===== config.mk =====
export PLATFORM = sky130hd
export DESIGN_NAME = dmc_datapath
export DESIGN_NICKNAME = d
export VERILOG_FILES = /design/src/shared/dmc_pkg.sv /design/src/hdl/dmc_mac_unit.sv /design/src/hdl/dmc_datapath.sv
export SDC_FILE = /design/constraint.sdc
export NUM_CORES = 2
export LEC_CHECK = 0
export BUFFER_PORTS_ARGS = -buffer_cell sky130_fd_sc_hd__buf_2
export CAP_MARGIN = 5
export CELL_PAD_IN_SITES_DETAIL_PLACEMENT = 1
export CELL_PAD_IN_SITES_GLOBAL_PLACEMENT = 2
export CORE_AREA = 2 2 325 327
export DETAILED_ROUTE_END_ITERATION = 7
export DIE_AREA = 0 0 327 329
export PLACE_DENSITY = 0.82
export SLEW_MARGIN = 20
export SYNTH_ARGS = -nofsm -noshare
export SYNTH_HDL_FRONTEND = slang
export SYNTH_HIERARCHICAL = 1
export SYNTH_SLANG_ARGS = --single-unit

===== constraint.sdc =====
create_clock -name pclk -period 14 [get_ports pclk]
set_input_delay 0.7 -clock pclk [delete_from_list [all_inputs] [get_ports pclk]]
set_output_delay 0.7 -clock pclk [all_outputs]
set_load 0.01 [all_outputs]

===== src/shared/dmc_pkg.sv =====
// shared constants for the dual multiply-accumulate coefficient-pair datapath
package dmc_pkg;
	// apb register byte offsets
	localparam logic [7:0] DMC_CTRL_OFF      = 8'h00;
	localparam logic [7:0] DMC_STATUS_OFF    = 8'h04;
	localparam logic [7:0] DMC_ACC1_LO_OFF   = 8'h08;
	localparam logic [7:0] DMC_ACC1_HI_OFF   = 8'h0c;
	localparam logic [7:0] DMC_ACC2_LO_OFF   = 8'h10;
	localparam logic [7:0] DMC_ACC2_HI_OFF   = 8'h14;
	localparam logic [7:0] DMC_OPCOUNT_OFF   = 8'h18;
	// control field positions
	localparam int DMC_CTRL_FRAC_BIT  = 0;
	localparam int DMC_CTRL_MSAT_BIT  = 1;
	localparam int DMC_CTRL_RSTYLE_BIT = 2;
	localparam int DMC_CTRL_WIDE_BIT  = 3;
	localparam int DMC_CTRL_ASAT_BIT  = 4;
	localparam int DMC_CTRL_WIDTH     = 5;
	// status field positions
	localparam int DMC_STAT_OVF1_BIT  = 0;
	localparam int DMC_STAT_OVF2_BIT  = 1;
	// reset values
	localparam logic [4:0]  DMC_CTRL_RESET = 5'h00;
	localparam logic [39:0] DMC_ACC_RESET  = 40'h00_0000_0000;
	// arithmetic constants
	localparam int          DMC_ACC_SHIFT    = 16;
	localparam logic [15:0] DMC_MIN_OPERAND  = 16'h8000;
	localparam logic [31:0] DMC_MUL_SAT_VAL  = 32'h7fff_ffff;
	localparam logic [40:0] DMC_ROUND_ADD    = 41'h0_0000_8000;
	localparam logic [39:0] DMC_SAT40_POS    = 40'h7f_ffff_ffff;
	localparam logic [39:0] DMC_SAT40_NEG    = 40'h80_0000_0000;
	localparam logic [39:0] DMC_SAT32_POS    = 40'h00_7fff_ffff;
	localparam logic [39:0] DMC_SAT32_NEG    = 40'hff_8000_0000;
	// accumulate variants
	typedef enum logic [1:0] {
		DMC_VAR_PLAIN  = 2'b00,
		DMC_VAR_MIXED  = 2'b01,
		DMC_VAR_DOUBLE = 2'b10
	} dmc_variant_e;
endpackage : dmc_pkg


===== src/hdl/dmc_mac_unit.sv =====
// one multiplier-accumulator unit: extension, product, shift, round, overflow, saturation
`timescale 1ns/1ps
module dmc_mac_unit
	import dmc_pkg::*;
(
	// operands
	input  wire logic [15:0] data_op,
	input  wire logic [15:0] coeff_op,
	input  wire logic        uns_data,
	input  wire logic        uns_coeff,
	input  wire logic [39:0] acc_in,
	// per-instruction options
	input  wire logic        shift_acc,
	input  wire logic        round_en,
	input  wire logic        wide_en,
	// control bits
	input  wire logic        frac_en,
	input  wire logic        mul_sat,
	input  wire logic        round_style,
	input  wire logic        acc_sat,
	// result
	output logic      [39:0] acc_out,
	output logic             ovf
);
	logic signed [16:0] ext_data;
	logic signed [16:0] ext_coeff;
	logic signed [33:0] prod;
	logic        [31:0] mres;
	logic        [40:0] src;
	logic        [40:0] sum;
	logic               round_tie;

	always_comb begin
		ext_data  = uns_data ? {1'b0, data_op} : {data_op[15], data_op};
		ext_coeff = uns_coeff ? {1'b0, coeff_op} : {coeff_op[15], coeff_op};
		prod = ext_data * ext_coeff;
		mres = frac_en ? {prod[30:0], 1'b0} : prod[31:0];
		if (mul_sat && frac_en && !uns_data && !uns_coeff &&
				data_op == DMC_MIN_OPERAND && coeff_op == DMC_MIN_OPERAND) begin
			mres = DMC_MUL_SAT_VAL;
		end
		if (shift_acc) begin
			src = {{(DMC_ACC_SHIFT + 1){acc_in[39]}}, acc_in[39:DMC_ACC_SHIFT]};
		end else begin
			src = {acc_in[39], acc_in};
		end
		sum = src + {{9{mres[31]}}, mres};
		round_tie = 1'b0;
		if (round_en) begin
			round_tie = (sum[15:0] == 16'h8000);
			sum = sum + DMC_ROUND_ADD;
			if (round_style && round_tie) begin
				sum[16] = 1'b0;
			end
			sum[15:0] = 16'h0000;
		end
		if (wide_en) begin
			ovf = (sum[40] != sum[39]);
		end else begin
			ovf = !((&sum[40:31]) || !(|sum[40:31]));
		end
		acc_out = sum[39:0];
		if (ovf && acc_sat) begin
			if (wide_en) begin
				acc_out = sum[40] ? DMC_SAT40_NEG : DMC_SAT40_POS;
			end else begin
				acc_out = sum[40] ? DMC_SAT32_NEG : DMC_SAT32_POS;
			end
		end
	end
endmodule : dmc_mac_unit


===== src/hdl/dmc_datapath.sv =====
// dual multiply-accumulate datapath with coefficient pair fetch and apb registers
`timescale 1ns/1ps
module dmc_datapath
	import dmc_pkg::*;
(
	// clock and reset
	input  wire logic        pclk,
	input  wire logic        presetn,
	// apb slave
	input  wire logic        psel,
	input  wire logic        penable,
	input  wire logic        pwrite,
	input  wire logic [7:0]  paddr,
	input  wire logic [31:0] pwdata,
	output logic      [31:0] prdata,
	output logic             pready,
	output logic             pslverr,
	// operation request
	input  wire logic        cmd_valid,
	input  wire logic [1:0]  cmd_variant,
	input  wire logic        cmd_uns_data,
	input  wire logic        cmd_uns_coeff,
	input  wire logic        cmd_round,
	input  wire logic        cmd_wide,
	input  wire logic [23:0] effective_location,
	// coefficient address bus
	output logic             coeff_read,
	output logic      [23:0] coefficient_address_bus,
	output logic      [23:0] coefficient_pair_address,
	// operand read buses, valid in the cycle that coeff_read is high
	input  wire logic [15:0] primary_data_read_bus,
	input  wire logic [15:0] coefficient_high_read_bus,
	input  wire logic [15:0] coefficient_low_read_bus,
	// results
	output logic             mac_done,
	output logic             first_acc_overflow_flag,
	output logic             second_acc_overflow_flag
);
	logic [31:0] prdata_reg;
	logic        pready_reg;
	logic        pslverr_reg;
	logic        coeff_read_reg;
	logic [23:0] high_addr_reg;
	logic [23:0] low_addr_reg;
	logic        mac_done_reg;
	logic [4:0]  ctrl_reg;
	logic        ovf1_reg;
	logic        ovf2_reg;
	logic [39:0] first_accumulator_reg;
	logic [39:0] second_accumulator_reg;
	logic [31:0] opcount_reg;
	dmc_variant_e variant_reg;
	logic        uns_data_reg;
	logic        uns_coeff_reg;
	logic        round_reg;
	logic        wide_reg;

	logic        apb_setup;
	logic        apb_write;
	logic        addr_hit;
	logic [31:0] rd_value;
	logic [39:0] acc_in   [2];
	logic [39:0] acc_res  [2];
	logic        ovf_res  [2];
	logic        shift_en [2];
	logic [15:0] coeff_in [2];
	logic        wide_eff;
	logic [23:0] pair_addr;
	logic        wr_ctrl;
	logic        wr_status;
	logic        wr_acc1_lo;
	logic        wr_acc1_hi;
	logic        wr_acc2_lo;
	logic        wr_acc2_hi;
	logic        wr_opcount;

	assign apb_setup = psel && !penable;
	assign apb_write = psel && penable && pready_reg && pwrite && !pslverr_reg;

	// register write strobes, one per mapped word
	always_comb begin
		wr_ctrl    = 1'b0;
		wr_status  = 1'b0;
		wr_acc1_lo = 1'b0;
		wr_acc1_hi = 1'b0;
		wr_acc2_lo = 1'b0;
		wr_acc2_hi = 1'b0;
		wr_opcount = 1'b0;
		if (apb_write) begin
			case (paddr)
				DMC_CTRL_OFF: begin
					wr_ctrl = 1'b1;
				end
				DMC_STATUS_OFF: begin
					wr_status = 1'b1;
				end
				DMC_ACC1_LO_OFF: begin
					wr_acc1_lo = 1'b1;
				end
				DMC_ACC1_HI_OFF: begin
					wr_acc1_hi = 1'b1;
				end
				DMC_ACC2_LO_OFF: begin
					wr_acc2_lo = 1'b1;
				end
				DMC_ACC2_HI_OFF: begin
					wr_acc2_hi = 1'b1;
				end
				DMC_OPCOUNT_OFF: begin
					wr_opcount = 1'b1;
				end
				default: begin
					wr_ctrl = 1'b0;
				end
			endcase
		end
	end

	always_comb begin
		addr_hit = 1'b1;
		rd_value = 32'h0000_0000;
		case (paddr)
			DMC_CTRL_OFF: begin
				rd_value = {27'h0, ctrl_reg};
			end
			DMC_STATUS_OFF: begin
				rd_value = {30'h0, ovf2_reg, ovf1_reg};
			end
			DMC_ACC1_LO_OFF: begin
				rd_value = first_accumulator_reg[31:0];
			end
			DMC_ACC1_HI_OFF: begin
				rd_value = {24'h00_0000, first_accumulator_reg[39:32]};
			end
			DMC_ACC2_LO_OFF: begin
				rd_value = second_accumulator_reg[31:0];
			end
			DMC_ACC2_HI_OFF: begin
				rd_value = {24'h00_0000, second_accumulator_reg[39:32]};
			end
			DMC_OPCOUNT_OFF: begin
				rd_value = opcount_reg;
			end
			default: begin
				addr_hit = 1'b0;
			end
		endcase
	end

	// apb answer: registered during setup, shown in the one-cycle access phase
	always_ff @(posedge pclk or negedge presetn) begin
		if (!presetn) begin
			pready_reg  <= 1'b0;
			pslverr_reg <= 1'b0;
			prdata_reg  <= 32'h0000_0000;
		end else begin
			pready_reg  <= apb_setup;
			pslverr_reg <= apb_setup && !addr_hit;
			if (apb_setup && !pwrite && addr_hit) begin
				prdata_reg <= rd_value;
			end else if (apb_setup) begin
				prdata_reg <= 32'h0000_0000;
			end
		end
	end

	// control register
	always_ff @(posedge pclk or negedge presetn) begin
		if (!presetn) begin
			ctrl_reg <= DMC_CTRL_RESET;
		end else if (wr_ctrl) begin
			ctrl_reg <= pwdata[DMC_CTRL_WIDTH-1:0];
		end
	end

	// address stage: pair address and command capture
	always_comb begin
		if (effective_location[0]) begin
			pair_addr = effective_location - 24'h00_0001;
		end else begin
			pair_addr = effective_location + 24'h00_0001;
		end
	end

	// coefficient addresses, held until the next request
	always_ff @(posedge pclk or negedge presetn) begin
		if (!presetn) begin
			high_addr_reg <= 24'h00_0000;
			low_addr_reg  <= 24'h00_0000;
		end else if (cmd_valid) begin
			high_addr_reg <= effective_location;
			low_addr_reg  <= pair_addr;
		end
	end

	// command options, applied in the read cycle that follows
	always_ff @(posedge pclk or negedge presetn) begin
		if (!presetn) begin
			coeff_read_reg <= 1'b0;
			variant_reg    <= DMC_VAR_PLAIN;
			uns_data_reg   <= 1'b0;
			uns_coeff_reg  <= 1'b0;
			round_reg      <= 1'b0;
			wide_reg       <= 1'b0;
		end else begin
			coeff_read_reg <= cmd_valid;
			if (cmd_valid) begin
				uns_data_reg  <= cmd_uns_data;
				uns_coeff_reg <= cmd_uns_coeff;
				round_reg     <= cmd_round;
				wide_reg      <= cmd_wide;
				case (cmd_variant)
					DMC_VAR_MIXED: begin
						variant_reg <= DMC_VAR_MIXED;
					end
					DMC_VAR_DOUBLE: begin
						variant_reg <= DMC_VAR_DOUBLE;
					end
					default: begin
						variant_reg <= DMC_VAR_PLAIN;
					end
				endcase
			end
		end
	end

	// execute stage: both units share the single data operand
	assign wide_eff    = ctrl_reg[DMC_CTRL_WIDE_BIT] || wide_reg;
	assign acc_in[0]   = first_accumulator_reg;
	assign acc_in[1]   = second_accumulator_reg;
	assign coeff_in[0] = coefficient_low_read_bus;
	assign coeff_in[1] = coefficient_high_read_bus;
	assign shift_en[0] = (variant_reg == DMC_VAR_MIXED) || (variant_reg == DMC_VAR_DOUBLE);
	assign shift_en[1] = (variant_reg == DMC_VAR_DOUBLE);

	genvar u;
	generate
		for (u = 0; u < 2; u++) begin : g_unit
			dmc_mac_unit u_mac (
				.data_op     (primary_data_read_bus),
				.coeff_op    (coeff_in[u]),
				.uns_data    (uns_data_reg),
				.uns_coeff   (uns_coeff_reg),
				.acc_in      (acc_in[u]),
				.shift_acc   (shift_en[u]),
				.round_en    (round_reg),
				.wide_en     (wide_eff),
				.frac_en     (ctrl_reg[DMC_CTRL_FRAC_BIT]),
				.mul_sat     (ctrl_reg[DMC_CTRL_MSAT_BIT]),
				.round_style (ctrl_reg[DMC_CTRL_RSTYLE_BIT]),
				.acc_sat     (ctrl_reg[DMC_CTRL_ASAT_BIT]),
				.acc_out     (acc_res[u]),
				.ovf         (ovf_res[u])
			);
		end
	endgenerate

	// first accumulator: datapath update wins over a software write
	always_ff @(posedge pclk or negedge presetn) begin
		if (!presetn) begin
			first_accumulator_reg <= DMC_ACC_RESET;
		end else if (coeff_read_reg) begin
			first_accumulator_reg <= acc_res[0];
		end else if (wr_acc1_lo) begin
			first_accumulator_reg[31:0] <= pwdata;
		end else if (wr_acc1_hi) begin
			first_accumulator_reg[39:32] <= pwdata[7:0];
		end
	end

	// second accumulator
	always_ff @(posedge pclk or negedge presetn) begin
		if (!presetn) begin
			second_accumulator_reg <= DMC_ACC_RESET;
		end else if (coeff_read_reg) begin
			second_accumulator_reg <= acc_res[1];
		end else if (wr_acc2_lo) begin
			second_accumulator_reg[31:0] <= pwdata;
		end else if (wr_acc2_hi) begin
			second_accumulator_reg[39:32] <= pwdata[7:0];
		end
	end

	// sticky overflow flags, write one to clear, a new overflow wins
	always_ff @(posedge pclk or negedge presetn) begin
		if (!presetn) begin
			ovf1_reg <= 1'b0;
			ovf2_reg <= 1'b0;
		end else begin
			if (coeff_read_reg && ovf_res[0]) begin
				ovf1_reg <= 1'b1;
			end else if (wr_status && pwdata[DMC_STAT_OVF1_BIT]) begin
				ovf1_reg <= 1'b0;
			end
			if (coeff_read_reg && ovf_res[1]) begin
				ovf2_reg <= 1'b1;
			end else if (wr_status && pwdata[DMC_STAT_OVF2_BIT]) begin
				ovf2_reg <= 1'b0;
			end
		end
	end

	// completion pulse, one cycle after the read cycle
	always_ff @(posedge pclk or negedge presetn) begin
		if (!presetn) begin
			mac_done_reg <= 1'b0;
		end else begin
			mac_done_reg <= coeff_read_reg;
		end
	end

	// operation count, any write clears it
	always_ff @(posedge pclk or negedge presetn) begin
		if (!presetn) begin
			opcount_reg <= 32'h0000_0000;
		end else if (wr_opcount) begin
			opcount_reg <= 32'h0000_0000;
		end else if (coeff_read_reg) begin
			opcount_reg <= opcount_reg + 32'h0000_0001;
		end
	end

	assign prdata                   = prdata_reg;
	assign pready                   = pready_reg;
	assign pslverr                  = pslverr_reg;
	assign coeff_read               = coeff_read_reg;
	assign coefficient_address_bus  = high_addr_reg;
	assign coefficient_pair_address = low_addr_reg;
	assign mac_done                 = mac_done_reg;
	assign first_acc_overflow_flag  = ovf1_reg;
	assign second_acc_overflow_flag = ovf2_reg;
endmodule : dmc_datapath


* After elaboration in Yosys (flattened, before gate mapping)
Cells that the tools add are included.
** Storage, ports and cells
- Output and inout port bits :: 86
- Input port bits :: 124
- Logic and storage cells :: 157
- Register bits :: 209
** Operators by class
- Add/sub/neg operators :: 7
- Equal/unequal tests :: 19
- Multipliers :: 2
- Muxes and demuxes :: 57
- Reductions and logical operators :: 52
** Operator list (number)
- 40-bit 2-to-1 mux :: 10
- 32-bit 2-to-1 mux :: 10
- 32-bit case mux with 7 select lines :: 1
- 40-bit by 32-bit adder with 41-bit output :: 2
- 41-bit by 16-bit adder with 41-bit output, second input constant :: 2
- 41-bit 2-to-1 mux :: 2
- 16-bit equality test, second input constant :: 5
- 39-bit 2-to-1 mux :: 2
- 17-bit by 17-bit multiplier with 32-bit output :: 2
- 17-bit 2-to-1 mux :: 3
- 32-bit by 1-bit adder with 32-bit output, second input constant :: 1
- 8-bit 2-to-1 mux :: 4
- 24-bit by 1-bit adder with 24-bit output, second input constant :: 1
- 8-bit by 5-bit equality test with 1-bit output, second input constant :: 3
- 24-bit 2-to-1 mux :: 1
- 24-bit by 1-bit subtractor with 24-bit output, second input constant :: 1
- 1-bit 2-to-1 mux :: 23
- 1-bit logical AND :: 22
- 10-bit AND reduction :: 2
- 10-bit OR reduction :: 2
- 8-bit by 4-bit equality test with 1-bit output, second input constant :: 2
- 2-bit nonzero test :: 8
- 1-bit zero test :: 10
- 8-bit by 3-bit equality test with 1-bit output, second input constant :: 1
- 9 further kinds :: 17

* Depth between registers and ports, before layout
- Word-level depth :: 19
- Depth in mapped cells :: 57
- Gate-level depth less buffers :: 53

* Hierarchy
Netlist, hierarchy kept.
** By module, submodules not included
- dmc_mac_unit at g_unit[0].u_mac :: sequential area each 0.0 um2, cells an instance 1896, times used 1, area each 15522.4 um2
- dmc_mac_unit at g_unit[1].u_mac :: sequential area each 0.0 um2, cells an instance 1850, times used 1, area each 15215.8 um2
- dmc_datapath :: sequential area each 5230.0 um2, cells an instance 1070, times used 1, area each 10712.8 um2

* Least setup slack after synthesis
No wires, ideal clock.
- Path type :: input to register
- Start :: in primary_data_read_bus[15]
- End :: reg first_accumulator_reg[14]
- Library setup time :: 132 ps
- Cell stages on the path :: 53
- Arrival time :: 11886 ps
- Data required time :: 13868 ps
- Path buffers :: 4
- Path slack :: 1982 ps
- Path through :: clkbuf_1 nor2b_1 clkbuf_1 nand2_1 inv_1 fa_1 fa_1 inv_1 fa_1 inv_1 fa_1 fa_1 inv_1 fa_1 inv_1 ha_1 and4_1 a21oi_1 (+17 left out) nor3_1 a21oi_1 a211o_1 a31oi_1 mux2i_1 xor2_1 a31oi_1 clkbuf_1 ha_1 a21boi_0 nand4b_1 nor3_1 a41oi_2 o311ai_4 buf_8 mux2_4 nand2_1 o21ai_1
** RTL lines
- from (decl) :: RTL line dmc_datapath.sv:31 : input wire logic [15:0] primary_data_read_bus,
- to (signal assigned) :: RTL line dmc_datapath.sv:263 : first_accumulator_reg <= acc_res[0];
- to (signal assigned) :: RTL line dmc_datapath.sv:265 : first_accumulator_reg[31:0] <= pwdata;
- to (decl) :: RTL line dmc_datapath.sv:49 : logic [39:0] first_accumulator_reg;

==> results.ini <==
[synthesis]
synth_top_cell_by_area = fa_1
async_flop_share_pct = 100.0
synth.area.mux_share_pct = 6.019
synthAdderAreaFrac_pct = 35.24
synth_simple_gate_area_share_pct = 18.15
avgSynthCellArea_um2 = 8.607
synthXorXnorAreaFrac_pct = 4.796
synth_compound_area_share_pct = 14.51
syn-cell-area_um2 = 41450
yosys.area.top_type_share_pct = 27.34
ys.flop_type = dfrtp_1
synth_cell_types = 121
synth_warnings = 6
synth_seq_area_share_pct = 12.62
synth_area_leaders = fa_1 (27%), dfrtp_1 (13%), ha_1 (7.9%)
synth_edf_count = 0
synth_top_family_by_area = adder cells
syn_inst = 4816
ys_seq_elements = 209
synthesis.nets = 5767

[die]
start_util_pct = 39.71
fp.dieH_um = 329
die_w_um = 327
core_region_area_um2 = 104400
die_area_um2 = 107600
ios = 210
rows = 119

[cells_and_area]
fin_nets = 5839
area_delta_synth_final_pct = 7.592
drive_gt1_share_pct = 10.46
nFillCells = 12390

[worst_setup_path]
start_kind = flip-flop
critPathCaptureType = flip-flop
crit_fanout = 31
crit_start = uns_coeff_reg
worstReg2RegStart = uns_coeff_reg
cp_common_cell = fa_1
cp_data_arrival_time_ns = 13.69
cp_slowest_cell = dfrtp_1
path_class = flip-flop to flip-flop
crit_required_ns = 14.47
critPathMaxStageDelay_ns = 0.80

[routing]
routed_via_density = 5.555
num_vias = 34980
ant_nets = 0
first_pass_iters = 6
routedWlPerCell_um = 22.53
wl_mm = 141.9
drtIter0Drc = 2163
drc = 0

[timing]
rsz0062_at_grt = false
max_slew_margin_pct = 24.27
fmax_ghz = 0.07565
hold_violations = 0
slew_violations = 0
fin_crit_ns = 13.22
min_period_over_period_pct = 94.42
setup_tns_ns = 0
setup_viol = 0
worstMarginPinSlew_ns = 1.122
skew_ns = 0.01214

[global_routing]
grt_max_degree = 112
grt_pass1_vias = 37880
grt_use_total_pct = 26.55
grt_pass1_wl_mm = 223.5
antenna_found_initial = 2
overflow = 0

[clock_tree]
clk_pin_slew_ns = 0.07
cts_tree = built
cts_buffers = 22
root_buffer = clkbuf_16
clockBufferDepth = 3
insertion_delay_ns = 0.55
cts_sinks = 209
hold_buffers = 0
htree_levels = 1

[run]
drv_cap = 0

[placement]
gp_routability_congestion = 0.9328
io_buffers = 209
hpwl_mm = 115.1

[hold_path]
holdCritPathClass = primary input to async pin

[outcome]
outcome = finished, final reports clean

-- synthesized netlist by cell type (12+ instances only) --
cell type / instances
or3_1: 16
or2_2: 17
nor4_1: 37
nand2_1: 642
mux2_2: 94
a22o_1: 21
dfrtp_1: 209
a211o_1: 20
xor2_1: 84
inv_1: 676
a21o_1: 94
nand3_1: 64
o31ai_1: 16
clkbuf_1: 202
fa_1: 566
nand2b_1: 42
xnor2_1: 124
nor2b_1: 20
a211oi_1: 37
o21ai_0: 183
and3_1: 27
o21bai_1: 23
o21a_1: 34
nand4_1: 50
nor3_1: 56
a21oi_1: 184
nor2_1: 201
a31oi_1: 17
and2_1: 278
a22oi_1: 12
o21ai_1: 50
mux2i_1: 139
ha_1: 261
o211ai_1: 47
-- cell type report --
| class | instances | area [µm²] | share of cell area (%) |
|---|---|---|---|
| flip-flops and latches | 209 | 5239 | 11.75 |
| repair buffers | 286 | 1659 | 3.720 |
| inverters | 679 | 2551 | 5.720 |
| diodes | 1 | 2.502 | 0.005611 |
| multi-input cells | 3690 | 32670 | 73.26 |
| clock inverters | 7 | 100.1 | 0.2244 |
| clock buffers | 33 | 631.9 | 1.417 |
| well taps | 1391 | 1740 | 3.902 |
-- metrics by stage --
stage / setup WS (ns) / cells / util (%) / hold WS, ns / cell area, µm²
after floorplan: 1.982 / 4816 / - / 0.4044 / 41450
after global placement: 0.3649 / 6246 / 41.93 / 0.4578 / 43760
after detailed placement: 0.09174 / 6246 / 41.93 / 0.4673 / 43760
after CTS: 0.05445 / 6286 / 42.63 / 0.1929 / 44500
after global routing: 0.01695 / 6296 / 42.73 / 0.2438 / 44600
final: 0.7814 / 6296 / 42.73 / 0.1810 / 44600
-- cell families (layout without fill, tap and decap cells) --
| logic type | Yosys count | in the layout |
|---|---|---|
| adder cells (fa/ha/maj) | 828 | 828 |
| other | 0 | 1 |
| AND/OR/NAND/NOR | 1527 | 1527 |
| XOR/XNOR | 215 | 215 |
| flip-flops | 209 | 209 |
| buffers and inverters | 917 | 1005 |
| AO/OA/AOI/OAI | 884 | 884 |
| multiplexers | 236 | 236 |
-- path summary, 6_finish.rpt --
kind,to,slack [ns],cells after the start
max reg2reg,first_accumulator_reg[20],0.78,51
min reg2reg,prdata[0],0.47,2
min,coefficient_address_bus[12],0.18,1
max in group asynchronous,ctrl_reg[0],11.59,3
max,first_accumulator_reg[20],0.78,51
min in group pclk,uns_data_reg,0.39,2
-- critical path: cells and delay by family (launching register included) --
kind                       cells  cell delay (ns)
and+or+nand+nor               14             2.38
muxes                          1             0.29
adders and majority gates      9             4.07
AOI/OAI and AO/OA             19             3.86
DFF                            1             0.80
xor gates and xnor gates       1             0.35
buffers and inverters          7             1.35
-- cells in the final DEF (no fill, tap or decap), types with 34 or more instances in the layout --
cell type / n
a211oi_1: 37
a21o_1: 94
a21oi_1: 184
and2_1: 278
buf_2: 208
buf_4: 75
dfrtp_1: 206
fa_1: 566
ha_1: 261
inv_1: 676
mux2_2: 94
mux2i_1: 139
nand2_1: 642
nand2b_1: 42
nand3_1: 64
nand4_1: 50
nor2_1: 200
nor3_1: 55
nor4_1: 36
o211ai_1: 47
o21a_1: 34
o21ai_0: 183
o21ai_1: 50
xnor2_1: 124
xor2_1: 84
-- timing repair --
action                                  4_1_cts  5_1_grt
gates resized for setup                       0        7
setup buffers                                 0        9
endpoints found under the setup margin        0       75
-- layer usage --
layer / wire [µm] / GRT usage [%]
met5: 0 / 0
met4: 4495 / 7.738
met3: 5473 / 1.861
met2: 68310 / 45.85
met1: 63570 / 35.81
Power is not shown: default switching activity piles up to over one toggle a cycle in this logic, so the estimate is an artifact.
